File: src/include/ccm_ctrl_defs.svh
// Purpose: offsets, field positions and reset values of the task and
//          event control registers.
// Assumes: byte addresses on a 32-bit Avalon-MM slave.
// Notes:   every register is one aligned word.
`ifndef CCM_CTRL_DEFS_SVH
`define CCM_CTRL_DEFS_SVH

// ****************************************************************
// register offsets
// ****************************************************************
`define CCM_OFF_KS_START 12'h000
`define CCM_OFF_CS_START 12'h004
`define CCM_OFF_CS_HALT 12'h008
`define CCM_OFF_RATE_TRIG 12'h00C
`define CCM_OFF_KS_DONE 12'h100
`define CCM_OFF_CS_DONE 12'h104
`define CCM_OFF_FAULT 12'h108
`define CCM_OFF_LINK 12'h200
`define CCM_OFF_IEN_SET 12'h304
`define CCM_OFF_IEN_CLR 12'h308
`define CCM_OFF_IRQ_STAT 12'h30C
`define CCM_OFF_MODE 12'h504
`define CCM_OFF_RATE_SUB 12'h51C

// ****************************************************************
// field positions
// ****************************************************************
`define CCM_TRIG_BIT 0
`define CCM_FLAG_BIT 0
`define CCM_EVT_KS 0
`define CCM_EVT_CS 1
`define CCM_EVT_ERR 2
`define CCM_EVT_N 3
`define CCM_LINK_BIT 0
`define CCM_MODE_DIR_BIT 0
`define CCM_MODE_RATE_LSB 16
`define CCM_RATE_SUB_LSB 0

// ****************************************************************
// reset values
// ****************************************************************
`define CCM_RST_ZERO 32'h0000_0000
`define CCM_MODE_RESET 32'h0000_0001

`endif

File: src/include/ccm_ctrl_pkg.sv
// Purpose: types shared by the task and event control files.
// Assumes: nothing beyond the defs header.
// Notes:   state codes are written out.
package ccm_ctrl_pkg;

   // ****************************************************************
   // types
   // ****************************************************************
   typedef logic [1:0] bitrate_type;

   typedef enum logic [1:0] {
      ST_IDLE = 2'b00,
      ST_KS = 2'b01,
      ST_CIPHER_START_TASK = 2'b10
   } engine_state_type;

endpackage

File: src/sticky_flags.sv
// Purpose: a row of sticky flags, set by hardware, cleared by software.
// Assumes: set and clear are one-cycle pulses in the clk_i domain.
// Notes:   a set wins over a clear in the same cycle.
`timescale 1ns/1ps
module sticky_flags #(
   parameter int WIDTH = 3
) (
   input wire logic clk_i,
   input wire logic rst_b_i,
   input wire logic [WIDTH-1:0] set_i,
   input wire logic [WIDTH-1:0] clr_i,
   output logic [WIDTH-1:0] flag_o
);

   if (WIDTH < 1) begin : g_bad_width
      $error("sticky_flags needs WIDTH of at least one");
   end

   logic [WIDTH-1:0] flag_ff;
   logic [WIDTH-1:0] nxt_flag;

   // set first, so an event in the clearing cycle survives
   assign nxt_flag = set_i | (flag_ff & ~clr_i);
   assign flag_o = flag_ff;

   always_ff @(posedge clk_i or negedge rst_b_i) begin
      if (!rst_b_i) begin
         flag_ff <= '0;
      end else begin
         flag_ff <= nxt_flag;
      end
   end

   property p_set_wins;
      @(posedge clk_i) disable iff (!rst_b_i)
      (set_i != '0) |=> ((flag_o & $past(set_i)) == $past(set_i));
   endproperty
   a_set_wins: assert property (p_set_wins)
      else $error("a flag set was lost");

endmodule

File: src/done_gate.sv
// Purpose: holds a completion until memory traffic has drained.
// Assumes: mem_busy_i is high while any memory transfer is outstanding.
// Notes:   abort_i drops a held completion.
`timescale 1ns/1ps
module done_gate (
   input wire logic clk_i,
   input wire logic rst_b_i,
   input wire logic done_i,
   input wire logic mem_busy_i,
   input wire logic abort_i,
   output logic event_o
);

   logic pend_ff;
   logic evt_ff;
   logic want;

   assign want = done_i | pend_ff;
   assign event_o = evt_ff;

   always_ff @(posedge clk_i or negedge rst_b_i) begin
      if (!rst_b_i) begin
         pend_ff <= 1'b0;
         evt_ff <= 1'b0;
      end else begin
         pend_ff <= want & mem_busy_i & ~abort_i;
         evt_ff <= want & ~mem_busy_i & ~abort_i;
      end
   end

   property p_mem_drained;
      @(posedge clk_i) disable iff (!rst_b_i)
      event_o |-> !$past(mem_busy_i);
   endproperty
   a_mem_drained: assert property (p_mem_drained)
      else $error("completion raised with memory still busy");

endmodule

File: src/ccm_task_event_control.sv
// Purpose: task, event and shortcut control of a packet cipher engine.
// Assumes: Avalon-MM slave with waitrequest, byte addresses, 32-bit data;
//          the cipher datapath sits outside and talks through pulses.
// Notes:   every access takes one wait cycle.
`timescale 1ns/1ps
`include "ccm_ctrl_defs.svh"
module ccm_task_event_control #(
   parameter int ADDR_W = 12
) (
   input wire logic clk_i,
   input wire logic rst_b_i,
   input wire logic [ADDR_W-1:0] address_i,
   input wire logic read_i,
   input wire logic write_i,
   input wire logic [31:0] writedata_i,
   input wire logic [3:0] byteenable_i,
   output logic [31:0] readdata_o,
   output logic waitrequest_o,
   output logic keystream_start_task_o,
   output logic cipher_start_task_o,
   output logic cipher_halt_o,
   output logic decrypt_mode_o,
   output ccm_ctrl_pkg::bitrate_type radio_bitrate_select_o,
   output logic busy_o,
   input wire logic keystream_gen_done_i,
   input wire logic cipher_pass_done_i,
   input wire logic mem_busy_i,
   input wire logic bus_contention_i,
   output logic irq_o
);
   import ccm_ctrl_pkg::*;

   if (ADDR_W < 12) begin : g_bad_addr
      $error("ADDR_W must reach the highest register offset");
   end

   // ****************************************************************
   // bus handshake
   // ****************************************************************
   // one wait cycle lets read data come from a flip-flop
   logic ack_ff;
   logic [31:0] readdata_ff;
   wire logic req = read_i | write_i;
   wire logic wr_go = write_i & ack_ff;
   wire logic rd_load = read_i & ~ack_ff;

   assign waitrequest_o = req & ~ack_ff;
   assign readdata_o = readdata_ff;

   always_ff @(posedge clk_i or negedge rst_b_i) begin
      if (!rst_b_i) begin
         ack_ff <= 1'b0;
      end else begin
         ack_ff <= req & ~ack_ff;
      end
   end

   // ****************************************************************
   // address decode
   // ****************************************************************
   wire logic hi_zero = ((address_i >> 12) == '0);
   wire logic [11:0] a12 = address_i[11:0];
   wire logic hit_ks = hi_zero & (a12 == `CCM_OFF_KS_START);
   wire logic hit_cs = hi_zero & (a12 == `CCM_OFF_CS_START);
   wire logic hit_halt = hi_zero & (a12 == `CCM_OFF_CS_HALT);
   wire logic hit_rtrig = hi_zero & (a12 == `CCM_OFF_RATE_TRIG);
   wire logic hit_ksd = hi_zero & (a12 == `CCM_OFF_KS_DONE);
   wire logic hit_csd = hi_zero & (a12 == `CCM_OFF_CS_DONE);
   wire logic hit_flt = hi_zero & (a12 == `CCM_OFF_FAULT);
   wire logic hit_link = hi_zero & (a12 == `CCM_OFF_LINK);
   wire logic hit_iset = hi_zero & (a12 == `CCM_OFF_IEN_SET);
   wire logic hit_iclr = hi_zero & (a12 == `CCM_OFF_IEN_CLR);
   wire logic hit_istat = hi_zero & (a12 == `CCM_OFF_IRQ_STAT);
   wire logic hit_mode = hi_zero & (a12 == `CCM_OFF_MODE);
   wire logic hit_rsub = hi_zero & (a12 == `CCM_OFF_RATE_SUB);

   wire logic wr_b0 = wr_go & byteenable_i[0];
   wire logic wr_b2 = wr_go & byteenable_i[2];
   wire logic wd_trig = writedata_i[`CCM_TRIG_BIT];
   wire logic ks_trig = wr_b0 & hit_ks & wd_trig;
   wire logic cs_trig = wr_b0 & hit_cs & wd_trig;
   wire logic halt_trig = wr_b0 & hit_halt & wd_trig;
   wire logic rate_trig = wr_b0 & hit_rtrig & wd_trig;
   wire logic [2:0] wd_evt = writedata_i[2:0];

   // ****************************************************************
   // configuration registers
   // ****************************************************************
   localparam logic [31:0] MODE_RST = `CCM_MODE_RESET;
   localparam logic [31:0] ZERO_RST = `CCM_RST_ZERO;

   logic link_ff, mode_dir_ff;
   logic [2:0] irq_en_ff;
   bitrate_type mode_rate_ff, rate_sub_ff;

   wire logic [2:0] nxt_irq_en =
      (irq_en_ff | ({3{wr_b0 & hit_iset}} & wd_evt)) &
      ~({3{wr_b0 & hit_iclr}} & wd_evt);

   always_ff @(posedge clk_i or negedge rst_b_i) begin
      if (!rst_b_i) begin
         link_ff <= ZERO_RST[`CCM_LINK_BIT];
         irq_en_ff <= ZERO_RST[2:0];
         mode_dir_ff <= MODE_RST[`CCM_MODE_DIR_BIT];
         mode_rate_ff <= MODE_RST[`CCM_MODE_RATE_LSB +: 2];
         rate_sub_ff <= ZERO_RST[`CCM_RATE_SUB_LSB +: 2];
      end else begin
         irq_en_ff <= nxt_irq_en;
         if (wr_b0 & hit_link) begin
            link_ff <= writedata_i[`CCM_LINK_BIT];
         end
         if (wr_b0 & hit_mode) begin
            mode_dir_ff <= writedata_i[`CCM_MODE_DIR_BIT];
         end
         if (wr_b2 & hit_mode) begin
            mode_rate_ff <= writedata_i[`CCM_MODE_RATE_LSB +: 2];
         end
         if (wr_b0 & hit_rsub) begin
            rate_sub_ff <= writedata_i[`CCM_RATE_SUB_LSB +: 2];
         end
      end
   end

   // ****************************************************************
   // engine sequencing
   // ****************************************************************
   engine_state_type state_ff, nxt_state;
   logic start_ks, start_cs, ks_evt, cs_evt;
   logic ks_start_ff, cs_start_ff, halt_ff, decrypt_ff;
   bitrate_type bitrate_ff;

   wire logic in_ks = (state_ff == ST_KS);
   wire logic in_cs = (state_ff == ST_CIPHER_START_TASK);
   wire logic halt_go = halt_trig & in_cs;
   wire logic err_evt = bus_contention_i & (state_ff != ST_IDLE);

   done_gate u_ks_gate (
      .clk_i(clk_i), .rst_b_i(rst_b_i),
      .done_i(keystream_gen_done_i & in_ks), .mem_busy_i(mem_busy_i),
      .abort_i(1'b0), .event_o(ks_evt)
   );

   done_gate u_cs_gate (
      .clk_i(clk_i), .rst_b_i(rst_b_i),
      .done_i(cipher_pass_done_i & in_cs), .mem_busy_i(mem_busy_i),
      .abort_i(halt_go), .event_o(cs_evt)
   );

   // start triggers are taken only while idle; the datapath has one pass at a time
   always_comb begin
      nxt_state = state_ff;
      start_ks = 1'b0;
      start_cs = 1'b0;
      case (state_ff)
         ST_IDLE: begin
            if (ks_trig) begin
               nxt_state = ST_KS;
               start_ks = 1'b1;
            end else if (cs_trig) begin
               nxt_state = ST_CIPHER_START_TASK;
               start_cs = 1'b1;
            end
         end
         ST_KS: begin
            if (ks_evt && link_ff) begin
               nxt_state = ST_CIPHER_START_TASK;
               start_cs = 1'b1;
            end else if (ks_evt) begin
               nxt_state = ST_IDLE;
            end
         end
         ST_CIPHER_START_TASK: begin
            if (halt_go) begin
               nxt_state = ST_IDLE;
            end else if (cs_evt) begin
               nxt_state = ST_IDLE;
            end
         end
         default: begin
            nxt_state = ST_IDLE;
         end
      endcase
   end

   wire logic any_start = start_ks | start_cs;
   wire logic rate_go = rate_trig & in_cs;

   always_ff @(posedge clk_i or negedge rst_b_i) begin
      if (!rst_b_i) begin
         state_ff <= ST_IDLE;
         ks_start_ff <= 1'b0;
         cs_start_ff <= 1'b0;
         halt_ff <= 1'b0;
      end else begin
         state_ff <= nxt_state;
         ks_start_ff <= start_ks;
         cs_start_ff <= start_cs;
         halt_ff <= halt_go;
      end
   end

   always_ff @(posedge clk_i or negedge rst_b_i) begin
      if (!rst_b_i) begin
         decrypt_ff <= MODE_RST[`CCM_MODE_DIR_BIT];
         bitrate_ff <= MODE_RST[`CCM_MODE_RATE_LSB +: 2];
      end else if (any_start) begin
         decrypt_ff <= mode_dir_ff;
         bitrate_ff <= mode_rate_ff;
      end else if (rate_go) begin
         bitrate_ff <= rate_sub_ff;
      end
   end

   assign keystream_start_task_o = ks_start_ff;
   assign cipher_start_task_o = cs_start_ff;
   assign cipher_halt_o = halt_ff;
   assign decrypt_mode_o = decrypt_ff;
   assign radio_bitrate_select_o = bitrate_ff;
   assign busy_o = (state_ff != ST_IDLE);

   // ****************************************************************
   // event flags and interrupt
   // ****************************************************************
   logic [2:0] evt_q, istat_q;
   wire logic [2:0] evt_set = {err_evt, cs_evt, ks_evt};
   // writing zero clears an event register; a one is ignored
   wire logic clr_flag = wr_b0 & ~writedata_i[`CCM_FLAG_BIT];
   wire logic [2:0] evt_clr = {clr_flag & hit_flt, clr_flag & hit_csd,
      clr_flag & hit_ksd};
   wire logic [2:0] istat_clr = {3{wr_b0 & hit_istat}} & wd_evt;

   sticky_flags #(
      .WIDTH(`CCM_EVT_N)
   ) u_evt_flags (
      .clk_i(clk_i),
      .rst_b_i(rst_b_i),
      .set_i(evt_set),
      .clr_i(evt_clr),
      .flag_o(evt_q)
   );

   sticky_flags #(
      .WIDTH(`CCM_EVT_N)
   ) u_irq_stat (
      .clk_i(clk_i),
      .rst_b_i(rst_b_i),
      .set_i(evt_set),
      .clr_i(istat_clr),
      .flag_o(istat_q)
   );

   assign irq_o = |(istat_q & irq_en_ff);

   // ****************************************************************
   // read mux
   // ****************************************************************
   // trigger registers are write-only and read as zero
   wire logic [31:0] rd_word =
      ({32{hit_ksd}} & {31'h0000_0000, evt_q[`CCM_EVT_KS]}) |
      ({32{hit_csd}} & {31'h0000_0000, evt_q[`CCM_EVT_CS]}) |
      ({32{hit_flt}} & {31'h0000_0000, evt_q[`CCM_EVT_ERR]}) |
      ({32{hit_link}} & {31'h0000_0000, link_ff}) |
      ({32{hit_iset | hit_iclr}} & {29'h0000_0000, irq_en_ff}) |
      ({32{hit_istat}} & {29'h0000_0000, istat_q}) |
      ({32{hit_mode}} & {14'h0000, mode_rate_ff, 15'h0000, mode_dir_ff}) |
      ({32{hit_rsub}} & {30'h0000_0000, rate_sub_ff});

   always_ff @(posedge clk_i or negedge rst_b_i) begin
      if (!rst_b_i) begin
         readdata_ff <= ZERO_RST;
      end else if (rd_load) begin
         readdata_ff <= rd_word;
      end
   end

   // ****************************************************************
   // checks
   // ****************************************************************
   property p_ks_start;
      @(posedge clk_i) disable iff (!rst_b_i)
      (ks_trig && state_ff == ST_IDLE) |=>
         (keystream_start_task_o && state_ff == ST_KS);
   endproperty
   a_ks_start: assert property (p_ks_start)
      else $error("key-stream trigger did not start generation");

   property p_cs_start;
      @(posedge clk_i) disable iff (!rst_b_i)
      (cs_trig && !ks_trig && state_ff == ST_IDLE) |=>
         (cipher_start_task_o && busy_o) ##1 !cipher_start_task_o;
   endproperty
   a_cs_start: assert property (p_cs_start)
      else $error("cipher trigger did not give a single start pulse");

   property p_rate_sub;
      @(posedge clk_i) disable iff (!rst_b_i)
      rate_go |=> (radio_bitrate_select_o == $past(rate_sub_ff));
   endproperty
   a_rate_sub: assert property (p_rate_sub)
      else $error("rate substitute not applied to running pass");

   property p_chain_on;
      @(posedge clk_i) disable iff (!rst_b_i)
      (ks_evt && in_ks && link_ff) |=>
         (cipher_start_task_o && state_ff == ST_CIPHER_START_TASK);
   endproperty
   a_chain_on: assert property (p_chain_on)
      else $error("linked key-stream completion did not start cipher");

   property p_chain_off;
      @(posedge clk_i) disable iff (!rst_b_i)
      (ks_evt && in_ks && !link_ff) |=>
         (!cipher_start_task_o && state_ff == ST_IDLE);
   endproperty
   a_chain_off: assert property (p_chain_off)
      else $error("unlinked key-stream completion started cipher");

   property p_halt;
      @(posedge clk_i) disable iff (!rst_b_i)
      halt_go |=> (cipher_halt_o && !busy_o) ##1 !cipher_halt_o;
   endproperty
   a_halt: assert property (p_halt)
      else $error("halt trigger did not abort the cipher pass");

   property p_done_flag;
      @(posedge clk_i) disable iff (!rst_b_i)
      $rose(evt_q[`CCM_EVT_CS]) |-> $past(cs_evt) && !$past(mem_busy_i, 2);
   endproperty
   a_done_flag: assert property (p_done_flag)
      else $error("cipher done flag set without drained memory");

   property p_fault;
      @(posedge clk_i) disable iff (!rst_b_i)
      (bus_contention_i && busy_o) |=> evt_q[`CCM_EVT_ERR];
   endproperty
   a_fault: assert property (p_fault)
      else $error("contention while busy did not raise error flag");

   property p_mode_sample;
      @(posedge clk_i) disable iff (!rst_b_i)
      any_start |=> (decrypt_mode_o == $past(mode_dir_ff)) &&
         (radio_bitrate_select_o == $past(mode_rate_ff));
   endproperty
   a_mode_sample: assert property (p_mode_sample)
      else $error("mode not sampled at start");

   property p_ien_set;
      @(posedge clk_i) disable iff (!rst_b_i)
      (wr_b0 && hit_iset) |=>
         ((irq_en_ff & $past(wd_evt)) == $past(wd_evt)) &&
         ((irq_en_ff | $past(wd_evt)) == ($past(irq_en_ff) | $past(wd_evt)));
   endproperty
   a_ien_set: assert property (p_ien_set)
      else $error("interrupt enable set write misbehaved");

endmodule

File: config.mk
export PLATFORM = sky130hd
export DESIGN_NAME = ccm_task_event_control
export DESIGN_NICKNAME = d
export VERILOG_FILES = /design/src/include/ccm_ctrl_pkg.sv /design/src/sticky_flags.sv /design/src/done_gate.sv /design/src/ccm_task_event_control.sv
export VERILOG_INCLUDE_DIRS = /design/src /design/src/include
export SDC_FILE = /design/constraint.sdc
export NUM_CORES = 1
export LEC_CHECK = 0
export ABC_AREA = 1
export BUFFER_PORTS_ARGS = -buffer_cell sky130_fd_sc_hd__buf_2
export CAP_MARGIN = 5
export CORE_ASPECT_RATIO = 0.9
export CORE_UTILIZATION = 48
export CTS_BUF_LIST = sky130_fd_sc_hd__clkbuf_2 sky130_fd_sc_hd__clkbuf_4 sky130_fd_sc_hd__clkbuf_8
export CTS_CLUSTER_DIAMETER = 30
export CTS_CLUSTER_SIZE = 20
export DETAILED_ROUTE_END_ITERATION = 8
export PLACE_DENSITY = 0.83
export SLEW_MARGIN = 40
export SYNTH_ARGS = -nofsm -noshare
export SYNTH_HDL_FRONTEND = slang
export SYNTH_HIERARCHICAL = 1
export SYNTH_SLANG_ARGS = --single-unit
export TNS_END_PERCENT = 100
File: constraint.sdc
create_clock -name clk_i -period 1.7 [get_ports clk_i]
set_input_delay 0.085 -clock clk_i [delete_from_list [all_inputs] [get_ports clk_i]]
set_output_delay 0.085 -clock clk_i [all_outputs]
set_load 0.05 [all_outputs]
==> out/metrics.yaml <==
synthCells: 269
post-route-period-util_pct: 85.2
synthesis.area_um2: 1990
final_nets: 376
hold_class: "primary input to register"
diodes: 0
synthSimpleGateAreaFrac_pct: 33.8
power_frac_seq_pct: 47.6
ys_seq_area_share_pct: 41.6
clock-sinks: 33
synth_xor_area_share_pct: 0
path_max_fanout: 8
fillCellCount: 362
cellPowerDensity_nw_per_um2: 748
drcViolationCount: 0
dieArea_um2: 4410
path_cells: "nand4_2 -> nor2_4 -> nand2_2 -> a21oi_1 -> nand2_2 -> nand4_1 -> nand2_1"
synth_compound_area_share_pct: 6.16
drv_slew: 0
final_cell_mix: "nand2_1 (60), inv_1 (39), buf_2 (39)"
cts_max_level: 2
cts_resized: 0
arrival_ns: 1.62
grt_pass1_wl_um: 7170
gp_congestion: 0.876
cts_buffer_depth: 2
clkPwrFrac_pct: 34.1
wl_per_cell_um: 10.9
cap_violations: 0
drtPass1Iterations: 4
ys_ff_latch: 33
vias: 1743
finalClockSkew_ns: 0.00445
whs_ns: 0.0147
cp-start-kind: "register"
hold_viol_final: 0
rsz0062_at_grt: "no"
fp.dieH_um: 63.1
first_global_vias: 1682
combPwrFrac_pct: 18.3
cts_tree: "done"
yosys_warnings: 6
layout_commonest_cell: "nand2_1"
postSynthAreaPerCell_um2: 7.40
fp-row-count: 21
p_int_w: 0.00114
cpLargestDelayFamily: "simple AND/OR/NAND/NOR gates"
design_area_um2: 2270
p_sw_w: 0.000562
dp_hpwl_um: 3030
ir_drop_uv: 490
sw_frac_of_total_pct: 33.1
setup_viol: 0
grt_overflow: 0
num_io_pins: 97
grt_usage_pct: 20.4
finalPower_w: 0.00170
critPathCaptureType: "register"
outcome: "completed"
slowest_stage: "dfrtp_1"
die_x_um: 69.9
antenna_found_initial: 0
required_ns: 1.88
initialDrtViolationCount: 110
path_common_cell: "nand2_2"
worstSetupPathType: "register to register"
start_util_pct: 51.9
fmax_mhz: 690
synthAdderAreaFrac_pct: 0
path_buf_inv: 0
period_needed_ns: 1.45
wl_um: 4010
dpl_cell_area_um2: 2160
clk_pin_slew_ns: 0.07
layout-drive-gt1-share_pct: 21.5
tns_ns: 0
root_buffer: "clkbuf_8"
leakage_nw: 1.21
max_stage_delay_ns: 0.41
clock_latency_ns: 0.29
numCtsBuffers: 5
port_buffers: 40
synth_top_family_by_area: "simple AND/OR/NAND/NOR gates"
area_delta_synth_final_pct: 14.2
multi_input_area_um2: 901
register_area_um2: 828
routed_via_density: 4.75
synthMuxAreaShare_pct: 0
core_area_um2: 3840
ys_types: 26
postRouteAntennaNets: 0
grt_max_degree: 34
-- power groups by stage --
stage | Clock [W] | Combinational (W) | Sequential (W)
6_report | 0.000580 | 0.000312 | 0.000809
5_1_grt | 0.000617 | 0.000336 | 0.000811
4_1_cts | 0.000586 | 0.000311 | 0.000809
3_5_place_dp | 0 | 0.000305 | 0.000824
3_3_place_gp | 0 | 0.000303 | 0.000823
2_1_floorplan | 0 | 0.000243 | 0.000853
-- metal layers --
metal	global-route usage [%]	vias up	wire length, um
met5	0	-	0
met4	6.00	0	40
met3	4.80	5	319
met2	34.0	70	1840
met1	26.5	774	1810
li1	-	894	-
-- worst paths after layout --
path,start,end,slack (ns),depth (start not counted)
worst max register to register,ack_ff,radio_bitrate_select_o[0],0.25,7
worst min-delay path,writedata_i[17],mode_rate_ff[1],0.01,3
worst min register to register,u_evt_flags/flag_o[0],u_evt_flags/flag_o[0],0.48,2
max in group asynchronous,rst_b_i,decrypt_mode_o,1.10,2
min in group asynchronous,rst_b_i,irq_en_ff[1],0.27,2
worst max-delay path,ack_ff,radio_bitrate_select_o[0],0.25,7
-- stage by stage --
step           utilization [%]  setup WS [ns]  instances
2_1_floorplan                -          0.220        296
3_3_place_gp              56.2          0.302        356
3_5_place_dp              56.2          0.264        356
4_1_cts                   59.2          0.246        367
5_1_grt                   59.3         0.0906        367
6_report                  59.3          0.251        367
-- Yosys cell counts --
| cell type | count | share of area, % |
|---|---|---|
| nand2_2 | 5 | 1.6 |
| nor2_4 | 3 | 1.7 |
| nand4_2 | 1 | 0.63 |
| nor4_1 | 1 | 0.31 |
| conb_1 | 1 | 0.19 |
| a21oi_1 | 1 | 0.25 |
| and2_1 | 1 | 0.31 |
| clkinv_1 | 4 | 0.75 |
| dfstp_2 | 2 | 2.6 |
| a2bb2oi_1 | 3 | 1.3 |
| dfrtp_1 | 31 | 39 |
| inv_1 | 39 | 7.3 |
| nor3_1 | 3 | 0.75 |
| and3_1 | 1 | 0.31 |
| o31ai_1 | 4 | 1.5 |
| buf_4 | 27 | 10 |
| o21ai_1 | 2 | 0.50 |
| nor2_2 | 6 | 1.9 |
| o21ai_0 | 7 | 1.8 |
| a22oi_1 | 1 | 0.38 |
| nand4_1 | 9 | 2.8 |
| nor2_1 | 38 | 7.2 |
| nand2_1 | 60 | 11 |
| nand3_2 | 2 | 1.0 |
| a21oi_2 | 1 | 0.44 |
| nand3_1 | 16 | 4.0 |
-- tightest hold or removal path: cells and delay by family --
kind	cells	cell delay, ns
buf+inv	1	0.08
compound gates	1	0.06
simple gates	1	0.04
-- cell families (layout without fill, tap and decap cells) --
family / Yosys count / in the layout
AND/OR/NAND/NOR: 146 / 146
other: 1 / 28
buffers and inverters: 70 / 95
AO/OA/AOI/OAI: 19 / 19
flip-flops: 33 / 33
-- area by class of cell --
class | instances | area share (%)
Multi-Input combinational cell | 193 | 39.6
Sequential cell | 33 | 36.4
Timing Repair Buffer | 44 | 10.6
Inverter | 43 | 7.10
Clock buffer | 5 | 3.03
Tap cell | 46 | 2.53
Clock inverter | 3 | 0.770
-- sequential cells by signal, summed over array words and instances (netlist names), 2 cells and up --
name,cells
u_irq_stat/flag_o,3
irq_en_ff,3
mode_rate_ff,2
u_evt_flags/flag_o,3
readdata_o,5
rate_sub_ff,2
state_ff,2
radio_bitrate_select_o,2
-- repair_timing --
item,in CTS,in global routing
setup buffers,0,0
endpoints found under the hold margin,33,0
hold buffers,3,0
No activity file was read; power rests on OpenSTA's default activity.
